**config.mk**
```make
export PLATFORM = sky130hd
export DESIGN_NAME = timer_pwm_capture_core
export DESIGN_NICKNAME = d
export VERILOG_FILES = /design/src/shared/timer_pkg.sv /design/src/shared/timer_core_if.sv /design/src/timer_core.sv /design/src/timer_pwm_capture_core.sv
export VERILOG_INCLUDE_DIRS = /design/src /design/src/shared
export SDC_FILE = /design/constraint.sdc
export NUM_CORES = 1
export LEC_CHECK = 0
export BUFFER_PORTS_ARGS = -buffer_cell sky130_fd_sc_hd__buf_2
export CORE_MARGIN = 4
export CORE_UTILIZATION = 30
export CTS_BUF_LIST = sky130_fd_sc_hd__clkbuf_4
export DETAILED_ROUTE_END_ITERATION = 6
export GPL_TIMING_DRIVEN = 0
export PLACE_DENSITY_LB_ADDON = 0.15
export SLEW_MARGIN = 0
export SYNTH_ARGS = -nofsm -noshare
export SYNTH_HDL_FRONTEND = slang
export SYNTH_SLANG_ARGS = --single-unit
```
**constraint.sdc**
```tcl
create_clock -name ref_clk_i -period 15.5 [get_ports ref_clk_i]
set_input_delay 3.1 -clock ref_clk_i [delete_from_list [all_inputs] [get_ports ref_clk_i]]
set_output_delay 3.1 -clock ref_clk_i [all_outputs]
set_load 0.005 [all_outputs]
```
**src/shared/timer_params.svh**
```systemverilog
// offsets, field positions, reset values and mode codes of the timer block
// assumes inclusion by the design and bench files under one include path
`ifndef TIMER_PARAMS_SVH
`define TIMER_PARAMS_SVH

// register indices: byte address is four times the index
`define IDX_T0_MATCH_L   12'hF05
`define IDX_T0_CTL0      12'hF06
`define IDX_T1_MATCH_L   12'hF0D
`define IDX_T1_CTL0      12'hF0E
// index group (index bits 11:3) of each timer
`define GRP_T0           9'h1E0
`define GRP_T1           9'h1E1
// register within a group (index bits 2:0)
`define REG_CNT_H        3'h0
`define REG_CNT_L        3'h1
`define REG_RLD_H        3'h2
`define REG_RLD_L        3'h3
`define REG_MATCH_H      3'h4
`define REG_MATCH_L      3'h5
`define REG_CTL0         3'h6
`define REG_CTL1         3'h7

// control zero fields
`define CTL0_MODE_MSB    7
`define CTL0_CFG_HI      6
`define CTL0_CFG_LO      5
`define CTL0_DB_HI       3
`define CTL0_DB_LO       1
`define CTL0_FLAG        0
`define CTL0_WMASK       8'hEF
// control one fields
`define CTL1_RUN         7
`define CTL1_POL         6
`define CTL1_PRES_HI     5
`define CTL1_PRES_LO     3
`define CTL1_MODE_HI     2

`define REG_RESET        8'h00
`define CNT_RESTART      16'h0001

// timer mode codes
`define MODE_ONESHOT     4'h0
`define MODE_PWM_SINGLE  4'h3
`define MODE_CAPTURE     4'h4
`define MODE_CAPCMP      4'h7
`define MODE_PWM_DUAL    4'h8

`define RESP_OKAY        2'h0
`define RESP_SLVERR      2'h2
`define DB_CNT_MAX       8'hFF

`endif

```
**src/shared/timer_pkg.sv**
```systemverilog
// types shared by the timer block files
// assumes timer_params.svh is reachable on the include path
`default_nettype none

package timer_pkg;
	typedef logic [15:0] count_t;
	typedef logic [3:0]  mode_t;
	typedef logic [7:0]  reg_byte_t;
endpackage

`default_nettype wire

```
**src/shared/timer_core_if.sv**
```systemverilog
// carrier between the register side and one counting core
// assumes both ends run on the same clock and reset
`default_nettype none

interface timer_core_if;
	logic                    enable;
	timer_pkg::mode_t        mode;
	logic                    polarity;
	logic [2:0]              prescale;
	timer_pkg::count_t       reload;
	timer_pkg::count_t       match;
	logic                    cnt_wr;
	timer_pkg::count_t       cnt_wdata;
	logic                    in_sync;
	timer_pkg::count_t       count;
	logic                    pwm;
	logic                    reload_evt;
	logic                    compare_evt;
	logic                    capture_evt;
	logic                    oneshot_done;

	modport ctrl (output enable, mode, polarity, prescale, reload, match, cnt_wr, cnt_wdata,
		in_sync, input count, pwm, reload_evt, compare_evt, capture_evt, oneshot_done);
	modport core (input enable, mode, polarity, prescale, reload, match, cnt_wr, cnt_wdata,
		in_sync, output count, pwm, reload_evt, compare_evt, capture_evt, oneshot_done);
endinterface

`default_nettype wire

```
**src/timer_core.sv**
```systemverilog
// one 16-bit counting core: prescaler, reload, pwm level, input capture
// assumes a synchronised input and a synchronous reset copy from the top
`include "timer_params.svh"
`default_nettype none

module timer_core (
	// clock and reset
	input  wire logic        clk_i,
	input  wire logic        rst_n_i,
	// register side
	timer_core_if.core       cif
);
	logic [6:0] presc_q;
	logic [6:0] presc_last;
	logic       tick;
	logic       at_reload;
	logic       is_pwm;
	logic       is_cap;
	logic       in_prev_q;
	logic       edge_seen;

	assign presc_last = 7'((8'h01 << cif.prescale) - 8'h01);
	assign tick       = cif.enable && (presc_q == presc_last);
	assign at_reload  = (cif.count == cif.reload);
	assign is_pwm     = (cif.mode == `MODE_PWM_SINGLE) || (cif.mode == `MODE_PWM_DUAL);
	assign is_cap     = (cif.mode == `MODE_CAPTURE) || (cif.mode == `MODE_CAPCMP);

	// ==========================================================
	// prescaler
	always_ff @(posedge clk_i or negedge rst_n_i) begin
		if (!rst_n_i) begin
			presc_q <= 7'h00;
		end else if (!cif.enable || tick) begin
			presc_q <= 7'h00;
		end else begin
			presc_q <= presc_q + 7'h01;
		end
	end

	// ==========================================================
	// counter
	// loaded start count only shapes the first pass, then 1 to reload
	always_ff @(posedge clk_i or negedge rst_n_i) begin
		if (!rst_n_i) begin
			cif.count <= 16'h0000;
		end else if (cif.cnt_wr) begin
			cif.count <= cif.cnt_wdata;
		end else if (tick) begin
			if (at_reload) begin
				cif.count <= `CNT_RESTART;
			end else begin
				cif.count <= cif.count + 16'h0001;
			end
		end
	end

	assign cif.reload_evt   = tick && at_reload;
	assign cif.compare_evt  = tick && is_pwm && (cif.count == cif.match);
	assign cif.oneshot_done = cif.reload_evt && (cif.mode == `MODE_ONESHOT);

	// ==========================================================
	// pwm level: polarity at period start, flipped at the match
	always_ff @(posedge clk_i or negedge rst_n_i) begin
		if (!rst_n_i) begin
			cif.pwm <= 1'b0;
		end else if (!cif.enable || !is_pwm || cif.reload_evt) begin
			cif.pwm <= cif.polarity;
		end else if (cif.compare_evt) begin
			cif.pwm <= ~cif.polarity;
		end
	end

	// ==========================================================
	// capture edge
	always_ff @(posedge clk_i or negedge rst_n_i) begin
		if (!rst_n_i) begin
			in_prev_q <= 1'b0;
		end else begin
			in_prev_q <= cif.in_sync;
		end
	end

	// polarity 0 takes rising edges, 1 takes falling edges
	assign edge_seen = cif.polarity ? (in_prev_q && !cif.in_sync)
	                                : (!in_prev_q && cif.in_sync);
	assign cif.capture_evt = cif.enable && is_cap && edge_seen;

	// ==========================================================
	// checks
	AST_RESTART_AT_ONE: assert property (@(posedge clk_i) disable iff (!rst_n_i)
		cif.reload_evt && !cif.cnt_wr |=> cif.count == `CNT_RESTART)
		else $error("count did not restart at one after reload");
	AST_FIRST_PASS_UP: assert property (@(posedge clk_i) disable iff (!rst_n_i)
		tick && !at_reload && !cif.cnt_wr |=> cif.count == $past(cif.count) + 16'h0001)
		else $error("count did not step toward reload");
	AST_PERIOD_START_LEVEL: assert property (@(posedge clk_i) disable iff (!rst_n_i)
		cif.reload_evt && is_pwm |=> cif.pwm == $past(cif.polarity))
		else $error("pwm level wrong at period start");
	AST_MATCH_FLIP: assert property (@(posedge clk_i) disable iff (!rst_n_i)
		cif.compare_evt && !cif.reload_evt |=> cif.pwm == !$past(cif.polarity))
		else $error("pwm did not change at match");
	AST_CAPTURE_EDGE: assert property (@(posedge clk_i) disable iff (!rst_n_i)
		cif.capture_evt |-> (cif.in_sync != cif.polarity) && (in_prev_q == cif.polarity))
		else $error("capture on wrong edge");
	AST_HOLD_WHEN_OFF: assert property (@(posedge clk_i) disable iff (!rst_n_i)
		!cif.enable && !cif.cnt_wr |=> $stable(cif.count))
		else $error("count moved while disabled");
	AST_TICK_SPACING: assert property (@(posedge clk_i) disable iff (!rst_n_i)
		tick && cif.prescale == 3'h1 && cif.enable |=> !tick ##1 (tick || !cif.enable))
		else $error("prescale by two not kept");

	COV_PWM_RELOAD: cover property (@(posedge clk_i) disable iff (!rst_n_i)
		cif.reload_evt && is_pwm);
	COV_CAPTURE: cover property (@(posedge clk_i) disable iff (!rst_n_i) cif.capture_evt);
endmodule

`default_nettype wire

```
**src/timer_pwm_capture_core.sv**
```systemverilog
// two 16-bit timers with pwm, dead band, capture; AXI4-Lite register slave
// assumes a 10 MHz ref_clk_i and an asynchronous active-low reset input
//
// Register access over AXI4-Lite was chosen for this implementation.
`include "timer_params.svh"
`default_nettype none

module timer_pwm_capture_core (
	// clock and reset
	input  wire logic        ref_clk_i,
	input  wire logic        resetn_i,
	// axi4-lite write address
	input  wire logic [15:0] awaddr_i,
	input  wire logic        awvalid_i,
	output logic             awready_o,
	// axi4-lite write data
	input  wire logic [31:0] wdata_i,
	input  wire logic [3:0]  wstrb_i,
	input  wire logic        wvalid_i,
	output logic             wready_o,
	// axi4-lite write response
	output logic [1:0]       bresp_o,
	output logic             bvalid_o,
	input  wire logic        bready_i,
	// axi4-lite read
	input  wire logic [15:0] araddr_i,
	input  wire logic        arvalid_i,
	output logic             arready_o,
	output logic [31:0]      rdata_o,
	output logic [1:0]       rresp_o,
	output logic             rvalid_o,
	input  wire logic        rready_i,
	// timer pins, one bit per timer
	output logic [1:0]       tmr_out_o,
	input  wire logic [1:0]  tmr_in_i,
	output logic [1:0]       tmr_comp_o,
	output logic [1:0]       tmr_comp_oe_o,
	output logic [1:0]       tmr_event_o
);
	// ==========================================================
	// reset release
	logic [1:0] rst_sync_q;
	logic       rst_n;

	always_ff @(posedge ref_clk_i or negedge resetn_i) begin
		if (!resetn_i) begin
			rst_sync_q <= 2'h0;
		end else begin
			rst_sync_q <= {rst_sync_q[0], 1'b1};
		end
	end
	assign rst_n = rst_sync_q[1];

	// ==========================================================
	// write channel
	logic        aw_hold_q;
	logic [15:0] aw_addr_q;
	logic        w_hold_q;
	logic [7:0]  w_byte_q;
	logic        w_lane_q;
	logic        bvalid_q;
	logic [1:0]  bresp_q;
	logic        do_wr;
	logic        wr_en;
	logic [1:0]  wr_hit;
	logic [2:0]  wr_reg;

	assign awready_o = !aw_hold_q && !bvalid_q;
	assign wready_o  = !w_hold_q && !bvalid_q;
	assign do_wr     = aw_hold_q && w_hold_q && !bvalid_q;
	assign wr_en     = do_wr && w_lane_q;
	assign wr_reg    = aw_addr_q[4:2];
	assign bvalid_o  = bvalid_q;
	assign bresp_o   = bresp_q;

	always_ff @(posedge ref_clk_i or negedge rst_n) begin
		if (!rst_n) begin
			aw_hold_q <= 1'b0;
			aw_addr_q <= 16'h0000;
		end else if (awvalid_i && awready_o) begin
			aw_hold_q <= 1'b1;
			aw_addr_q <= awaddr_i;
		end else if (do_wr) begin
			aw_hold_q <= 1'b0;
		end
	end

	// registers are one byte wide; only lane 0 carries them
	always_ff @(posedge ref_clk_i or negedge rst_n) begin
		if (!rst_n) begin
			w_hold_q <= 1'b0;
			w_byte_q <= 8'h00;
			w_lane_q <= 1'b0;
		end else if (wvalid_i && wready_o) begin
			w_hold_q <= 1'b1;
			w_byte_q <= wdata_i[7:0];
			w_lane_q <= wstrb_i[0];
		end else if (do_wr) begin
			w_hold_q <= 1'b0;
		end
	end

	always_ff @(posedge ref_clk_i or negedge rst_n) begin
		if (!rst_n) begin
			bvalid_q <= 1'b0;
			bresp_q  <= `RESP_OKAY;
		end else if (do_wr) begin
			bvalid_q <= 1'b1;
			bresp_q  <= (wr_hit != 2'h0) ? `RESP_OKAY : `RESP_SLVERR;
		end else if (bready_i) begin
			bvalid_q <= 1'b0;
		end
	end

	// ==========================================================
	// read channel
	logic        rvalid_q;
	logic [7:0]  rdata_q;
	logic [1:0]  rresp_q;
	logic [1:0]  rd_hit;
	logic [7:0]  rd_byte [2];

	assign arready_o = !rvalid_q;
	assign rvalid_o  = rvalid_q;
	assign rdata_o   = {24'h000000, rdata_q};
	assign rresp_o   = rresp_q;

	always_ff @(posedge ref_clk_i or negedge rst_n) begin
		if (!rst_n) begin
			rvalid_q <= 1'b0;
			rdata_q  <= 8'h00;
			rresp_q  <= `RESP_OKAY;
		end else if (arvalid_i && arready_o) begin
			rvalid_q <= 1'b1;
			if (rd_hit[0]) begin
				rdata_q <= rd_byte[0];
				rresp_q <= `RESP_OKAY;
			end else if (rd_hit[1]) begin
				rdata_q <= rd_byte[1];
				rresp_q <= `RESP_OKAY;
			end else begin
				rdata_q <= 8'h00;
				rresp_q <= `RESP_SLVERR;
			end
		end else if (rready_i) begin
			rvalid_q <= 1'b0;
		end
	end

	// ==========================================================
	// per-timer registers, pins and dead band
	timer_core_if cif [2] ();

	for (genvar g = 0; g < 2; g++) begin : gen_tmr
		localparam logic [8:0] GRP = (g == 0) ? `GRP_T0 : `GRP_T1;

		logic [15:0] reload_q;
		logic [15:0] match_q;
		logic [7:0]  ctl0_q;
		logic [7:0]  ctl1_q;
		logic [1:0]  sync_q;
		logic        wr_sel;
		logic        src_in;
		logic        src_rc;
		logic        evt;
		logic        evt_q;
		logic [3:0]  mode;
		logic        is_pwm;
		logic        is_dual;
		logic [7:0]  dly;
		logic        pwm_prev_q;
		logic [7:0]  db_cnt_q;
		logic        settled;
		logic        out_q;
		logic        comp_q;

		assign wr_hit[g] = (aw_addr_q[15:14] == 2'h0) && (aw_addr_q[13:5] == GRP);
		assign rd_hit[g] = (araddr_i[15:14] == 2'h0) && (araddr_i[13:5] == GRP);
		assign wr_sel    = wr_en && wr_hit[g];

		assign mode    = {ctl0_q[`CTL0_MODE_MSB], ctl1_q[`CTL1_MODE_HI:0]};
		assign is_pwm  = (mode == `MODE_PWM_SINGLE) || (mode == `MODE_PWM_DUAL);
		assign is_dual = (mode == `MODE_PWM_DUAL);

		assign cif[g].enable    = ctl1_q[`CTL1_RUN];
		assign cif[g].mode      = mode;
		assign cif[g].polarity  = ctl1_q[`CTL1_POL];
		assign cif[g].prescale  = ctl1_q[`CTL1_PRES_HI:`CTL1_PRES_LO];
		assign cif[g].reload    = reload_q;
		assign cif[g].match     = match_q;
		assign cif[g].in_sync   = sync_q[1];
		assign cif[g].cnt_wr    = wr_sel && ((wr_reg == `REG_CNT_H) || (wr_reg == `REG_CNT_L));
		assign cif[g].cnt_wdata = (wr_reg == `REG_CNT_H) ? {w_byte_q, cif[g].count[7:0]}
		                                                 : {cif[g].count[15:8], w_byte_q};

		timer_core u_core (
			.clk_i   (ref_clk_i),
			.rst_n_i (rst_n),
			.cif     (cif[g])
		);

		always_ff @(posedge ref_clk_i or negedge rst_n) begin
			if (!rst_n) begin
				sync_q <= 2'h0;
			end else begin
				sync_q <= {sync_q[0], tmr_in_i[g]};
			end
		end

		always_ff @(posedge ref_clk_i or negedge rst_n) begin
			if (!rst_n) begin
				reload_q <= {`REG_RESET, `REG_RESET};
			end else if (wr_sel && wr_reg == `REG_RLD_H) begin
				reload_q[15:8] <= w_byte_q;
			end else if (wr_sel && wr_reg == `REG_RLD_L) begin
				reload_q[7:0] <= w_byte_q;
			end
		end

		// a capture beats a software write in the same cycle
		always_ff @(posedge ref_clk_i or negedge rst_n) begin
			if (!rst_n) begin
				match_q <= {`REG_RESET, `REG_RESET};
			end else if (cif[g].capture_evt) begin
				match_q <= cif[g].count;
			end else if (wr_sel && wr_reg == `REG_MATCH_H) begin
				match_q[15:8] <= w_byte_q;
			end else if (wr_sel && wr_reg == `REG_MATCH_L) begin
				match_q[7:0] <= w_byte_q;
			end
		end

		// event source selection
		assign src_in = cif[g].capture_evt;
		assign src_rc = cif[g].reload_evt || cif[g].compare_evt;
		assign evt    = !ctl0_q[`CTL0_CFG_HI] ? (src_in || src_rc)
		              : (ctl0_q[`CTL0_CFG_LO] ? src_rc : src_in);

		always_ff @(posedge ref_clk_i or negedge rst_n) begin
			if (!rst_n) begin
				ctl0_q <= `REG_RESET;
			end else begin
				if (wr_sel && wr_reg == `REG_CTL0) begin
					ctl0_q <= w_byte_q & `CTL0_WMASK;
				end
				if (evt) begin
					// hardware update of the flag wins over a write
					ctl0_q[`CTL0_FLAG] <= src_in && (ctl0_q[`CTL0_CFG_HI:`CTL0_CFG_LO] != 2'h3);
				end
			end
		end

		always_ff @(posedge ref_clk_i or negedge rst_n) begin
			if (!rst_n) begin
				ctl1_q <= `REG_RESET;
			end else begin
				if (wr_sel && wr_reg == `REG_CTL1) begin
					ctl1_q <= w_byte_q;
				end
				if (cif[g].oneshot_done) begin
					ctl1_q[`CTL1_RUN] <= 1'b0;
				end
			end
		end

		always_ff @(posedge ref_clk_i or negedge rst_n) begin
			if (!rst_n) begin
				evt_q <= 1'b0;
			end else begin
				evt_q <= evt;
			end
		end
		assign tmr_event_o[g] = evt_q;

		// read mux
		always_comb begin
			if (araddr_i[4:2] == `REG_CNT_H) begin
				rd_byte[g] = cif[g].count[15:8];
			end else if (araddr_i[4:2] == `REG_CNT_L) begin
				rd_byte[g] = cif[g].count[7:0];
			end else if (araddr_i[4:2] == `REG_RLD_H) begin
				rd_byte[g] = reload_q[15:8];
			end else if (araddr_i[4:2] == `REG_RLD_L) begin
				rd_byte[g] = reload_q[7:0];
			end else if (araddr_i[4:2] == `REG_MATCH_H) begin
				rd_byte[g] = match_q[15:8];
			end else if (araddr_i[4:2] == `REG_MATCH_L) begin
				rd_byte[g] = match_q[7:0];
			end else if (araddr_i[4:2] == `REG_CTL0) begin
				rd_byte[g] = ctl0_q;
			end else begin
				rd_byte[g] = ctl1_q;
			end
		end

		// dead band: cycles since the pwm level last changed
		assign dly = (ctl0_q[`CTL0_DB_HI:`CTL0_DB_LO] == 3'h0) ? 8'h00
		           : (8'h01 << ctl0_q[`CTL0_DB_HI:`CTL0_DB_LO]);
		assign settled = (dly == 8'h00) || ((cif[g].pwm == pwm_prev_q) && (db_cnt_q >= dly));

		always_ff @(posedge ref_clk_i or negedge rst_n) begin
			if (!rst_n) begin
				pwm_prev_q <= 1'b0;
				db_cnt_q   <= 8'h00;
			end else begin
				pwm_prev_q <= cif[g].pwm;
				if (cif[g].pwm != pwm_prev_q) begin
					db_cnt_q <= 8'h01;
				end else if (db_cnt_q != `DB_CNT_MAX) begin
					db_cnt_q <= db_cnt_q + 8'h01;
				end
			end
		end

		// both outputs drop at once, each rises only after the gap
		always_ff @(posedge ref_clk_i or negedge rst_n) begin
			if (!rst_n) begin
				out_q  <= 1'b0;
				comp_q <= 1'b0;
			end else begin
				out_q  <= is_pwm && cif[g].pwm && settled;
				comp_q <= is_dual && !cif[g].pwm && settled;
			end
		end
		assign tmr_out_o[g]     = out_q;
		assign tmr_comp_o[g]    = comp_q;
		assign tmr_comp_oe_o[g] = is_dual;

		AST_COMP_PIN_DUAL: assert property (@(posedge ref_clk_i) disable iff (!rst_n)
			tmr_comp_oe_o[g] == (ctl0_q[7] && ctl1_q[2:0] == 3'h0))
			else $error("complement pin ownership wrong");
		AST_NO_OVERLAP: assert property (@(posedge ref_clk_i) disable iff (!rst_n)
			!(out_q && comp_q))
			else $error("output and complement both active");
		AST_DB_GAP: assert property (@(posedge ref_clk_i) disable iff (!rst_n)
			$rose(out_q) && dly == 8'h02 && $stable(dly) |-> $past(cif[g].pwm, 3))
			else $error("output rose before dead band ran out");
		AST_CAPTURE_STORED: assert property (@(posedge ref_clk_i) disable iff (!rst_n)
			cif[g].capture_evt |=> match_q == $past(cif[g].count))
			else $error("captured count not stored in match");
		AST_CFG_INPUT_ONLY: assert property (@(posedge ref_clk_i) disable iff (!rst_n)
			ctl0_q[6:5] == 2'h2 && src_rc && !src_in |=> !tmr_event_o[g])
			else $error("reload or compare event leaked with input-only config");
		AST_FLAG_SOURCE: assert property (@(posedge ref_clk_i) disable iff (!rst_n)
			tmr_event_o[g] |-> ctl0_q[0] == $past(src_in && ctl0_q[6:5] != 2'h3))
			else $error("capture flag does not match last event");

		COV_DUAL_RUN: cover property (@(posedge ref_clk_i) disable iff (!rst_n)
			is_dual && $rose(comp_q));
		COV_WRITE_DONE: cover property (@(posedge ref_clk_i) disable iff (!rst_n)
			wr_sel && wr_reg == `REG_CTL1);
	end
endmodule

`default_nettype wire

```
* Word level (Yosys, flattened, before mapping)
Index checks and enable logic that the tools add are counted.
** Operators by class
- Bitwise logic cells :: 4
- $lt $le $gt $ge :: 2
- $add $sub $neg :: 8
- Reductions and logical operators :: 126
- Equality and inequality tests :: 45
- Muxes and demuxes :: 67
- Shifts and indexed selects :: 4
** Operator list (count)
- 8-bit two-way mux :: 30
- 16-bit two-way mux :: 9
- 16-bit == test :: 4
- 1-bit logical AND :: 58
- 2-bit nonzero test :: 19
- 9-bit == test, second input constant :: 4
- 16-bit by 1-bit adder with 16-bit output, second input constant :: 2
- 1-bit two-way mux :: 23
- 3-bit == test, second input constant :: 7
- 1-bit logical OR :: 17
- 8-bit by 1-bit adder with 8-bit output, second input constant :: 2
- 4-bit by 3-bit == test with 1-bit output, second input constant :: 4
- 8-bit >= comparator :: 2
- 8-bit logical NOT :: 2
- 8-bit inequality test, second input constant :: 2
- 2-bit AND reduction :: 8
- 1-bit by 3-bit << shifter with 8-bit output, first input constant :: 2
- 7-bit by 1-bit adder with 7-bit output, second input constant :: 2
- 7-bit == test :: 2
- 1-bit logical NOT :: 14
- 7-bit two-way mux :: 2
- 1-bit by 3-bit << shifter with 7-bit output, first input constant :: 2
- 7-bit by 1-bit subtractor with 7-bit output, second input constant :: 2
- 3-bit by 2-bit == test with 1-bit output, second input constant :: 4
- other kinds (12) :: 33
** Word-level totals
- Flip-flop bits (word level) :: 215
- Output and inout bits :: 49
- Word-level logic and storage cells :: 305
- Bits of input ports :: 77

* Depth between registers and ports, before layout
Gate-level depths: netlist of the first run.
- Word-level depth :: 10
- Gate-level depth with buffers :: 10
- Gate-level depth less buffers :: 9

* By module
From an unflattened synthesis of the first run, not the netlist that was laid out.
** Unflattened totals
- Cell total of the unflattened synthesis :: 1312
- Area, all modules :: 13218.9 sq um
** By module, submodules not included
- timer_pwm_capture_core :: area each 8932.3 sq um, times used 1, cells each 774, sequential area each 4028.9 sq um
- timer_core :: area each 2143.3 sq um, times used 2, cells each 269, sequential area each 625.6 sq um

* Worst setup path before layout of the first run
OpenSTA, ideal clock, no wires.
- Path type :: in2reg
- Start point :: input araddr_i[2]
- End point :: register rdata_q[0]
- Data required time :: 15375 ps
- Path buffers :: 2
- Setup time :: 125 ps
- Path slack :: 10494 ps
- Data arrival time :: 4881 ps
- Stages on the path :: 6
- Path through :: clkbuf_1 -> buf_1 -> mux4_2 -> mux2i_1 -> o22ai_1 -> mux2_2
** On the way
- Cells in the longest elaborated chain, start to end :: 10
- Elaborated cells between the ends (all ways) :: 23
- Classes of those cells :: eq/ne (6); mux (16); reduce/logical (1)
** Ends and longest elaborated chain
- start, declared :: line timer_pwm_capture_core.sv:26 : input wire logic [15:0] araddr_i,
- 3-bit == test (no source line)
- 8-bit two-way mux :: line timer_pwm_capture_core.sv:289 : end else if (araddr_i[4:2] == `REG_CTL0) begin
- 8-bit two-way mux :: line timer_pwm_capture_core.sv:287 : end else if (araddr_i[4:2] == `REG_MATCH_L) begin
- 8-bit two-way mux :: line timer_pwm_capture_core.sv:285 : end else if (araddr_i[4:2] == `REG_MATCH_H) begin
- 8-bit two-way mux :: line timer_pwm_capture_core.sv:283 : end else if (araddr_i[4:2] == `REG_RLD_L) begin
- 8-bit two-way mux :: line timer_pwm_capture_core.sv:281 : end else if (araddr_i[4:2] == `REG_RLD_H) begin
- 8-bit two-way mux :: line timer_pwm_capture_core.sv:279 : end else if (araddr_i[4:2] == `REG_CNT_L) begin
- 8-bit two-way mux :: line timer_pwm_capture_core.sv:277 : if (araddr_i[4:2] == `REG_CNT_H) begin
- 8-bit two-way mux :: line timer_pwm_capture_core.sv:138 : end else if (rd_hit[1]) begin
- 8-bit two-way mux * :: line timer_pwm_capture_core.sv:135 : if (rd_hit[0]) begin
- end signal, assigned :: line timer_pwm_capture_core.sv:136 : rdata_q <= rd_byte[0];
- end signal, assigned :: line timer_pwm_capture_core.sv:139 : rdata_q <= rd_byte[1];
- end, declared :: line timer_pwm_capture_core.sv:118 : logic [7:0] rdata_q;
Every way passes the cells marked *; elsewhere a longest branch is shown, timed or not.
A chain may end at the register's enable or synchronous reset.

* Final worst setup path of the first run
- Start point :: input araddr_i[4]
- End point :: register rdata_q[3]
Same word-level chain as after synthesis.

==> impl_metrics.tcl, run 1 <==
set metrics [dict create \
    min_period_ns 5.31 \
    die_h_um 213 \
    min_period_over_period 0.343 \
    ctsHtreeMaxLevel 2 \
    maxCapViolCount 0 \
    clk_pin_slew_ns 0.06 \
    cp-end-kind "flip-flop" \
    wl_mm 40.5 \
    postRouteAntennaNets 0 \
    cts_hold_buf 0 \
    synth_cell_type_count 80 \
    cts_resized 0 \
    overflow 0 \
    synthFlopType "dfrtp_1" \
    area_growth_pct 14.6 \
    criticalPathCategory "input port to flip-flop" \
    cp_data_arrival_time_ns 5.91 \
    tightest_slew_ns 1.19 \
    antenna_found_initial 2 \
    syn_avg_cell_area_um2 9.92 \
    ctsRootBufferMaster "clkbuf_4" \
    pin_count 126 \
    post-synth-top-area-cell "dfrtp_1" \
    core-area_um2 41100 \
    yosysSeqAreaShare 0.420 \
    hp-class "flip-flop to async pin" \
    num_rows 74 \
    synth_warnings 0 \
    netlist.area_leader.share 0.420 \
    die_area_um2 45300 \
    place.gp.congestion 0.854 \
    max_freq_ghz 0.188 \
    ys_async_sr_fraction 1.00 \
    layout-drive-gt1-share 0.228 \
    dp_hpwl_mm 29.3 \
    worst_clock_skew_ns 0.0663 \
    synthTopCellsByArea "dfrtp_1 (42%), mux2_2 (7.3%), xnor2_1 (4.2%)" \
    cp_max_fo 10 \
    slew-limit-headroom 0.201 \
    finalHoldViolations 0 \
    p_leak_nw 6.09 \
    clkSinkCount 211 \
    critPathRequiredTime_ns 16.10 \
    clkLatencyLatePin_ns 0.78 \
    fp.dieW_um 213 \
    synth-edff-count 0 \
    grt_max_degree 65 \
    drv_slew 0 \
    routedWlPerCell_um 20.5 \
    grt_pass1_vias 10211 \
    final_nets 1523 \
    track_usage 0.179 \
    syn_area_um2 12600 \
    grt_pass1_wl_mm 62.1 \
    outcome "finished clean" \
    numCtsBuffers 61 \
    synth_seq_cells 211 \
    vias 10225 \
    clockBufferDepth 3 \
    fin_setup_tns_ns 0 \
    portBuffers 66 \
    rsz0062_at_grt "false" \
    p_per_area_nw_per_um2 102 \
    drc 0 \
    initial_core_util 0.306 \
    setup_viol 0 \
    ir_drop_v 0.0000933 \
    avgViaCountPerCell 5.16 \
    final_core_util 0.351 \
    post-cts-setup-buffers 0 \
    tritoncts "yes" \
    drt_iter0_markers 570 \
    netlist_instances 1269 \
    first_pass_iters 5 \
    start_kind "input port" \
]
sequential cells by signal, indices dropped and copies added, names as in the netlist, 4 cells and up:
signal	cells
gen_tmr.u_core.presc_q	14
rdata_q	8
gen_tmr.u_core.cif.count	32
gen_tmr.ctl0_q	14
gen_tmr.db_cnt_q	16
cif.match	32
cif.reload	32
gen_tmr.ctl1_q	16
w_byte_q	8
aw_addr_q	14
gen_tmr.sync_q	4
critical path, stage by stage:
cell and delay [ns]:
buf_2 0.14, clkbuf_1 0.35, buf_1 0.62, buf_1 0.72, mux2i_1 0.46, o22ai_1 0.21
mux2_2 0.30
final timing paths:
path | from | end | slack [ns] | cells after the start
worst max-delay path | araddr_i[4] | rdata_q[3] | 10.19 | 7
worst min-delay path | rst_sync_q[1] | aw_addr_q[10] | 0.32 | 0
worst max register to register | gen_tmr[1].u_core.cif.count[5] | gen_tmr[1].ctl0_q[0] | 12.21 | 8
worst min register to register | rst_sync_q[1] | aw_addr_q[10] | 0.32 | 0
max in group asynchronous | resetn_i | rst_sync_q[1] | 13.29 | 1
min in group ref_clk_i | gen_tmr[0].sync_q[0] | gen_tmr[0].sync_q[1] | 0.35 | 0
kinds of logic after synthesis:
logic type	count (synthesis)	share of synthesized area
muxes	156	0.155
other	2	0.000597
xor gates and xnor gates	87	0.0605
DFF	211	0.420
AOI/OAI and AO/OA	216	0.111
and+or+nand+nor	420	0.174
buffers and inverters	157	0.0593
adders and majority gates	20	0.0199
synth_stat cells, types with 4 or more instances:
| cell | n |
|---|---|
| a211o_1 | 5 |
| a211oi_1 | 6 |
| a21o_1 | 6 |
| a21oi_1 | 37 |
| a221o_1 | 5 |
| a31oi_1 | 16 |
| and2_1 | 6 |
| and3_1 | 18 |
| and4_1 | 5 |
| buf_1 | 9 |
| buf_2 | 5 |
| buf_4 | 34 |
| clkbuf_1 | 77 |
| dfrtp_1 | 211 |
| ha_1 | 20 |
| inv_1 | 28 |
| mux2_2 | 82 |
| mux2i_1 | 51 |
| mux4_2 | 23 |
| nand2_1 | 120 |
| nand2b_1 | 16 |
| nand3_1 | 53 |
| nand3b_1 | 14 |
| nand4_1 | 22 |
| nor2_1 | 77 |
| nor2b_1 | 8 |
| nor3_1 | 21 |
| nor3b_1 | 5 |
| nor4_1 | 16 |
| o211ai_1 | 14 |
| o21a_1 | 4 |
| o21ai_0 | 72 |
| o22ai_1 | 11 |
| o311ai_0 | 4 |
| o31ai_1 | 4 |
| or2_2 | 7 |
| or3_1 | 4 |
| or3b_2 | 6 |
| xnor2_1 | 60 |
| xor2_1 | 27 |
cell type report:
type	count	area, um^2
fillers	4288	26700
multi-input cells	926	6650
flip-flops and latches	211	5280
well taps	532	666
plain buffers	129	642
clock buffers	79	593
repair buffers	69	413
inverters	28	105
clock inverters	7	63.8
diodes	1	2.50
metrics by stage:
| stage | instances | setup WS (ns) | area (um^2) | hold WS (ns) | total power (W) |
|---|---|---|---|---|---|
| floorplan | 1294 | 9.18 | 12700 | 0.331 | 0.000828 |
| global placement | 1892 | 6.06 | 13700 | 0.336 | 0.000978 |
| detailed placement | 1895 | 9.53 | 13800 | 0.337 | 0.000984 |
| CTS | 1981 | 10.13 | 14400 | 0.347 | 0.00149 |
| global route | 1982 | 10.10 | 14400 | 0.368 | 0.00155 |
| finish | 1982 | 10.19 | 14400 | 0.317 | 0.00146 |
routing by layer:
layer	vias up	GRT usage	wire length [um]
li1	4846	-	-
met2	294	0.280	18500
met5	-	0	13
met4	2	0.0631	1230
met1	5005	0.248	18200
met3	78	0.0360	2590
where the power goes:
group          total [W]  switching [W]  internal (W)
clock network   0.000489       0.000243      0.000246
logic           0.000308       0.000208     0.0000996
registers       0.000667      0.0000659      0.000601
cell usage in the layout (no fill, tap or decap), types with 53 or more instances in the layout:
cell type / synthesis / final
clkbuf_1: 77 / 77
buf_2: 5 / 71
o21ai_0: 72 / 72
xnor2_1: 60 / 60
nand3_1: 53 / 53
clkbuf_4: 0 / 79
dfrtp_1: 211 / 210
nor2_1: 77 / 77
nand2_1: 120 / 120
mux2_2: 82 / 82
No activity file was read; power rests on OpenSTA's default activity.
==> inputs of run 2 (changes only) <==
- ABC_AREA: default -> 1
- clock period: 15.5 -> 5.5 ns (I/O delays scaled with it)
==> run 2 against run 1 <==
Compared with the run above: cell count is 33% higher; utilization up 0.13 points; clock skew increased by 0.0048 ns; flip-flop and latch count did not move; synthesized area increased by 4.5%; register-to-register slack got worse by 9.3 ns; total power rose to 3.8 times the previous value; count of clock-buffer cells in the layout rose by 19; setup slack got worse by 7.7 ns; synthesized cell count grew 45%; first-iteration DRC count rose by 81%; die area rose by 4.4%.
==> impl_metrics.tcl, run 2 <==
set metrics [dict create \
    cp_top_family "simple AND/OR/NAND/NOR gates" \
    track_usage 0.199 \
    cp_data_arrival_time_ns 1.93 \
    clkSinkCount 211 \
    pin_count 126 \
    post-cts-setup-buffers 0 \
    cts_hold_buf 0 \
    dp_hpwl_mm 34.1 \
    portBuffers 68 \
    netlist.area_leader.share 0.401 \
    critPathRequiredTime_ns 4.40 \
    worst_clock_skew_ns 0.0711 \
    num_rows 76 \
    ctsRootBufferMaster "clkbuf_4" \
    stdcell_count 2627 \
    reg2reg_setup_slack_ns 2.92 \
    ys_async_sr_fraction 1.00 \
    max_stage_delay_ns 0.43 \
    slew-limit-headroom 0.460 \
    grt_pass1_wl_mm 72.7 \
    syn_avg_cell_area_um2 7.17 \
    drc 0 \
    start_kind "flip-flop" \
    maxCapViolCount 0 \
    clockBufferDepth 3 \
    antenna_found_initial 1 \
    yosys-top-cells-count "nand2_1 (539), dfrtp_1 (211), nor2_1 (173)" \
    setup_viol 0 \
    tritoncts "yes" \
    numCtsBuffers 66 \
    layout_commonest_cell "nand2_1" \
    slowest_stage "dfrtp_1" \
    syn_area_um2 13200 \
    p_leak_nw 7.57 \
    wl_mm 46.8 \
    grt_pass1_vias 12483 \
    final_nets 2095 \
    cts_resized 0 \
    fin_setup_tns_ns 0 \
    first_pass_iters 6 \
    drv_slew 0 \
    avgViaCountPerCell 4.86 \
    postRouteAntennaNets 0 \
    cp_cell_sequence "nor2_1 > nand2_1 > nor2_1 > buf_4 > buf_2" \
    die_area_um2 47300 \
    die_h_um 217 \
    crit_top_cell "nor2_1" \
    vias 12780 \
    ctsHtreeMaxLevel 3 \
    cp-end-kind "primary output" \
    min_period_ns 3.03 \
    synthTopCellsByArea "dfrtp_1 (40%), nand2_1 (15%), o21ai_0 (5.6%)" \
    area_growth_pct 15.5 \
    finalHoldViolations 0 \
    layout-drive-gt1-share 0.150 \
    clkLatencyLatePin_ns 0.74 \
    clk_pin_slew_ns 0.06 \
    tightest_slew_ns 0.805 \
    post-synth-top-area-cell "dfrtp_1" \
    max_freq_ghz 0.330 \
    synth-edff-count 0 \
    yosysSeqAreaShare 0.401 \
    hp-class "input port to async pin" \
    min_period_over_period 0.551 \
    place.gp.congestion 0.908 \
    dp_cells 2515 \
    drt_iter0_markers 1033 \
    synthFlopType "dfrtp_1" \
    core-area_um2 43200 \
    initial_core_util 0.305 \
    criticalPathCategory "flip-flop to primary output" \
    outcome "finished clean" \
    mostFrequentLayoutCells "nand2_1 (539), dfrtp_1 (210), nor2_1 (173), inv_1 (171), o21ai_0 (148)" \
    p_per_area_nw_per_um2 362 \
    crit_buf_inv 2 \
    overflow 0 \
    netlist_instances 1834 \
    fp.dieW_um 217 \
    ir_drop_v 0.000263 \
    num-fill-cells 4728 \
    rsz0062_at_grt "false" \
    synth_seq_cells 211 \
    cp_max_fo 4 \
    grt_max_degree 59 \
    routedWlPerCell_um 17.8 \
    synth_cell_type_count 51 \
    synth_warnings 0 \
    yosysMostFrequentCell "nand2_1" \
]
## run 2: cell types whose count changed in the layout (fill, tap and decap cells not counted), sizes merged, moves of 24 or more
cell    change
nand2     +431
nor2      +103
a21oi      +31
inv       +157
o21ai      +85
nand3      +64
buf        +25
clkbuf     -24
mux2i      -51
mux2       -76
## run 2: cell type report
class | instances | area (um^2) | area share
multi-input cells | 1355 | 6670 | 0.439
flip-flops and latches | 211 | 5280 | 0.348
clock buffers | 98 | 736 | 0.0484
well taps | 585 | 732 | 0.0482
inverters | 184 | 691 | 0.0454
plain buffers | 109 | 609 | 0.0401
repair buffers | 71 | 423 | 0.0278
clock inverters | 12 | 51.3 | 0.00338
diodes | 2 | 5.00 | 0.000329
## run 2: kinds of logic after synthesis
group / share of synthesized area
AND/OR/NAND/NOR: 0.303
AO/OA/AOI/OAI: 0.124
buffers and inverters: 0.0988
flip-flops: 0.401
XOR/XNOR: 0.0473
adder cells (fa/ha/maj): 0.0190
multiplexers: 0.00514
other: 0.000571
## run 2: per-stage QoR
| stage | area [um^2] | power (W) | hold slack (ns) | setup slack [ns] | util |
|---|---|---|---|---|---|
| global placement | 14300 | 0.00392 | 0.335 | 0.341 | 0.332 |
| detailed placement | 14400 | 0.00395 | 0.336 | 2.31 | 0.334 |
| CTS | 15200 | 0.00555 | 0.0968 | 2.41 | 0.352 |
| finish | 15200 | 0.00550 | 0.158 | 2.47 | 0.352 |
| floorplan | 13300 | 0.00318 | 0.331 | 2.03 | - |
| global route | 15200 | 0.00587 | 0.0996 | 2.33 | 0.352 |
## run 2: report_power, final
group	internal [W]	switching (W)
clock	0.000808	0.000749
combinational	0.000564	0.00133
sequential	0.00178	0.000277
## run 2: worst paths after layout
kind / endpoint / cells after the start / startpoint
max in group asynchronous: gen_tmr[0].out_q / 3 / rst_sync_q[1]
hold reg to reg: gen_tmr[1].sync_q[0] / 0 / rst_sync_q[1]
hold / removal: rst_sync_q[1] / 1 / resetn_i
setup reg to reg: gen_tmr[1].u_core.cif.count[1] / 10 / bvalid_o
setup / recovery: tmr_comp_oe_o[0] / 5 / gen_tmr[0].ctl1_q[0]
min in group ref_clk_i: gen_tmr[1].sync_q[1] / 0 / gen_tmr[1].sync_q[0]
## run 2: routing by layer
| metal | part of all wire | GRT usage | vias up |
|---|---|---|---|
| li1 | - | - | 6246 |
| met1 | 0.45 | 0.273 | 5995 |
| met2 | 0.45 | 0.314 | 430 |
| met3 | 0.069 | 0.0395 | 109 |
| met4 | 0.031 | 0.0708 | 0 |
| met5 | 0 | 0 | - |
## run 2: worst register-to-register path: stages (launching register included)
cell     delay (ns)
dfrtp_1        0.44
nor3_4         0.36
nand3_1        0.18
nor3_2         0.58
o21ai_1        0.32
nand2_2        0.25
inv_2          0.10
nand2_1        0.07
o21ai_0        0.07
nand2_1        0.06
nand2_1        0.05
==> inputs of run 3 (changes only) <==
- clock period: 5.5 -> 2.6 ns (I/O delays scaled with it)
==> run 3 against run 2 <==
Compared with the run above: die area unchanged; count of clock-buffer cells in the layout up 1; sequential share of layout area down 0.75 points; via count is 0.19% lower; setup slack got worse by 2.3 ns; clock power up 130%; cell count grew 1.3%; critical path type unchanged; critical endpoint unchanged; largest cell class unchanged; largest power group unchanged; highest routed layer unchanged.
==> impl_metrics.tcl, run 3 (synthesis results as in run 2) <==
set metrics [dict create \
    avgViaCountPerCell 4.79 \
    pin_count 126 \
    drt_iter0_markers 1113 \
    vias 12756 \
    tritoncts "yes" \
    cp_max_fo 4 \
    routedWlPerCell_um 17.7 \
    holdPathEnd "rvalid_o" \
    max_freq_ghz 0.415 \
    portBuffers 68 \
    first_pass_iters 6 \
    clockBufferDepth 3 \
    place.gp.congestion 0.932 \
    hold_path_startpoint "arvalid_i" \
    ctsHtreeMaxLevel 3 \
    final_nets 2121 \
    holdWs_ns 0.0420 \
    slew-limit-headroom 0.450 \
    die_area_um2 47300 \
    core-area_um2 43200 \
    reg2reg_setup_slack_ns 0.25 \
    die_h_um 217 \
    num_rows 76 \
    ctsRootBufferMaster "clkbuf_4" \
    min_period_ns 2.41 \
    track_usage 0.200 \
    area_growth_pct 18.1 \
    max_stage_delay_ns 0.43 \
    p_per_area_nw_per_um2 767 \
    cp_data_arrival_time_ns 1.89 \
    cp_cell_sequence "nor2_1 > nand2_1 > nor2_2 > buf_4 > buf_2" \
    criticalPathCategory "flip-flop to primary output" \
    dp_hpwl_mm 34.2 \
    slowest_stage "dfrtp_1" \
    worstHoldPathCells 3 \
    grt_pass1_vias 12471 \
    clkSinkCount 211 \
    clkLatencyLatePin_ns 0.78 \
    finalHoldViolations 0 \
    worst_clock_skew_ns 0.0659 \
    r2r_cells 9 \
    tightest_slew_ns 0.819 \
    drv_slew 0 \
    drc 0 \
    overflow 0 \
    crit_buf_inv 2 \
    timing.rr.end "gen_tmr[0].u_core.cif.count[7]" \
    cp_top_family "simple AND/OR/NAND/NOR gates" \
    min_period_over_period 0.927 \
    fp.dieW_um 217 \
    outcome "finished clean" \
    ir_drop_v 0.000402 \
    hp-class "input port to flip-flop" \
    reg2reg_from "aw_addr_q[4]" \
    numCtsBuffers 68 \
    initial_core_util 0.305 \
    wl_mm 47.2 \
    antenna_found_initial 2 \
    critPathRequiredTime_ns 2.08 \
    seqCellArea_um2 5280 \
    postRouteAntennaNets 0 \
    mostFrequentLayoutCells "nand2_1 (539), dfrtp_1 (210), nor2_1 (172), inv_1 (171), o21ai_0 (148)" \
    setup_viol 0 \
    fin_setup_tns_ns 0 \
    clk_pin_slew_ns 0.06 \
    maxCapViolCount 0 \
    layout_commonest_cell "nand2_1" \
    num-fill-cells 4751 \
    grt_max_degree 63 \
    multi_input_area_um2 6680 \
    layout-drive-gt1-share 0.151 \
    p_leak_nw 7.72 \
    start_kind "flip-flop" \
    grt_pass1_wl_mm 73.1 \
    cp-end-kind "primary output" \
]
==> run 3: where the power goes <==
part	total, W	switching (W)	internal (W)
clock	0.00356	0.00162	0.00194
sequential	0.00436	0.000594	0.00377
combinational	0.00400	0.00278	0.00121
total	0.0119	0.00499	0.00692
==> run 3: metal layers <==
| metal | vias to the layer above | track usage | routed length, um |
|---|---|---|---|
| met1 | 5967 | 0.275 | 21400 |
| met2 | 394 | 0.312 | 21200 |
| li1 | 6302 | - | - |
| met3 | 93 | 0.0427 | 3130 |
| met5 | - | 0 | 0 |
| met4 | 0 | 0.0742 | 1530 |
==> run 3: final cells by class <==
class                      count  share of cell area
multi-input combinational   1355               0.430
tap                          585              0.0471
sequential                   211               0.340
inverter                     184              0.0445
clock buffer                  99              0.0478
clock inverter                21             0.00854
antenna                        3            0.000483
buffer                       109              0.0393
timing repair buffer          95              0.0422
==> run 3: timing repair <==
action | CTS | global route
hold buffers | 21 | 0
endpoints found under the hold margin | 22 | 0
resized for setup | 1 | 3
setup buffers | 0 | 3
pin swaps | 0 | 3
endpoints found under the setup margin | 1 | 6
==> run 3: worst max path at each step <==
stage | from | end | slack [ns] | cells after the start
after global routing | w_hold_q | gen_tmr[0].u_core.cif.count[4] | -0.02 | 11
after detailed placement | bvalid_o | gen_tmr[1].u_core.cif.count[1] | -0.03 | 10
after floorplan | rst_sync_q[1] | aw_addr_q[10] | 0.46 | 0
final | gen_tmr[0].ctl1_q[0] | tmr_comp_oe_o[0] | 0.19 | 5
after global placement | rst_sync_q[1] | gen_tmr[0].u_core.cif.count[14] | -0.57 | 0
after CTS | gen_tmr[0].ctl1_q[0] | tmr_comp_oe_o[0] | 0.003 | 5
==> run 3: through the flow <==
stage               std cells  area [um^2]   util  total power (W)  setup WS (ns)
floorplan                1859        13300      -          0.00672          0.455
global placement         2512        14300  0.332          0.00827         -0.568
detailed placement       2515        14400  0.334          0.00832        -0.0322
CTS                      2656        15500  0.359           0.0120        0.00344
global route             2662        15500  0.360           0.0127        -0.0175
finish                   2662        15500  0.360           0.0119          0.189
==> run 3: tightest hold or removal path: cells and delay by family <==
family / cells / cell delay (ns)
simple gates: 1 / 0.06
compound gates: 1 / 0.07
buf+inv: 1 / 0.08
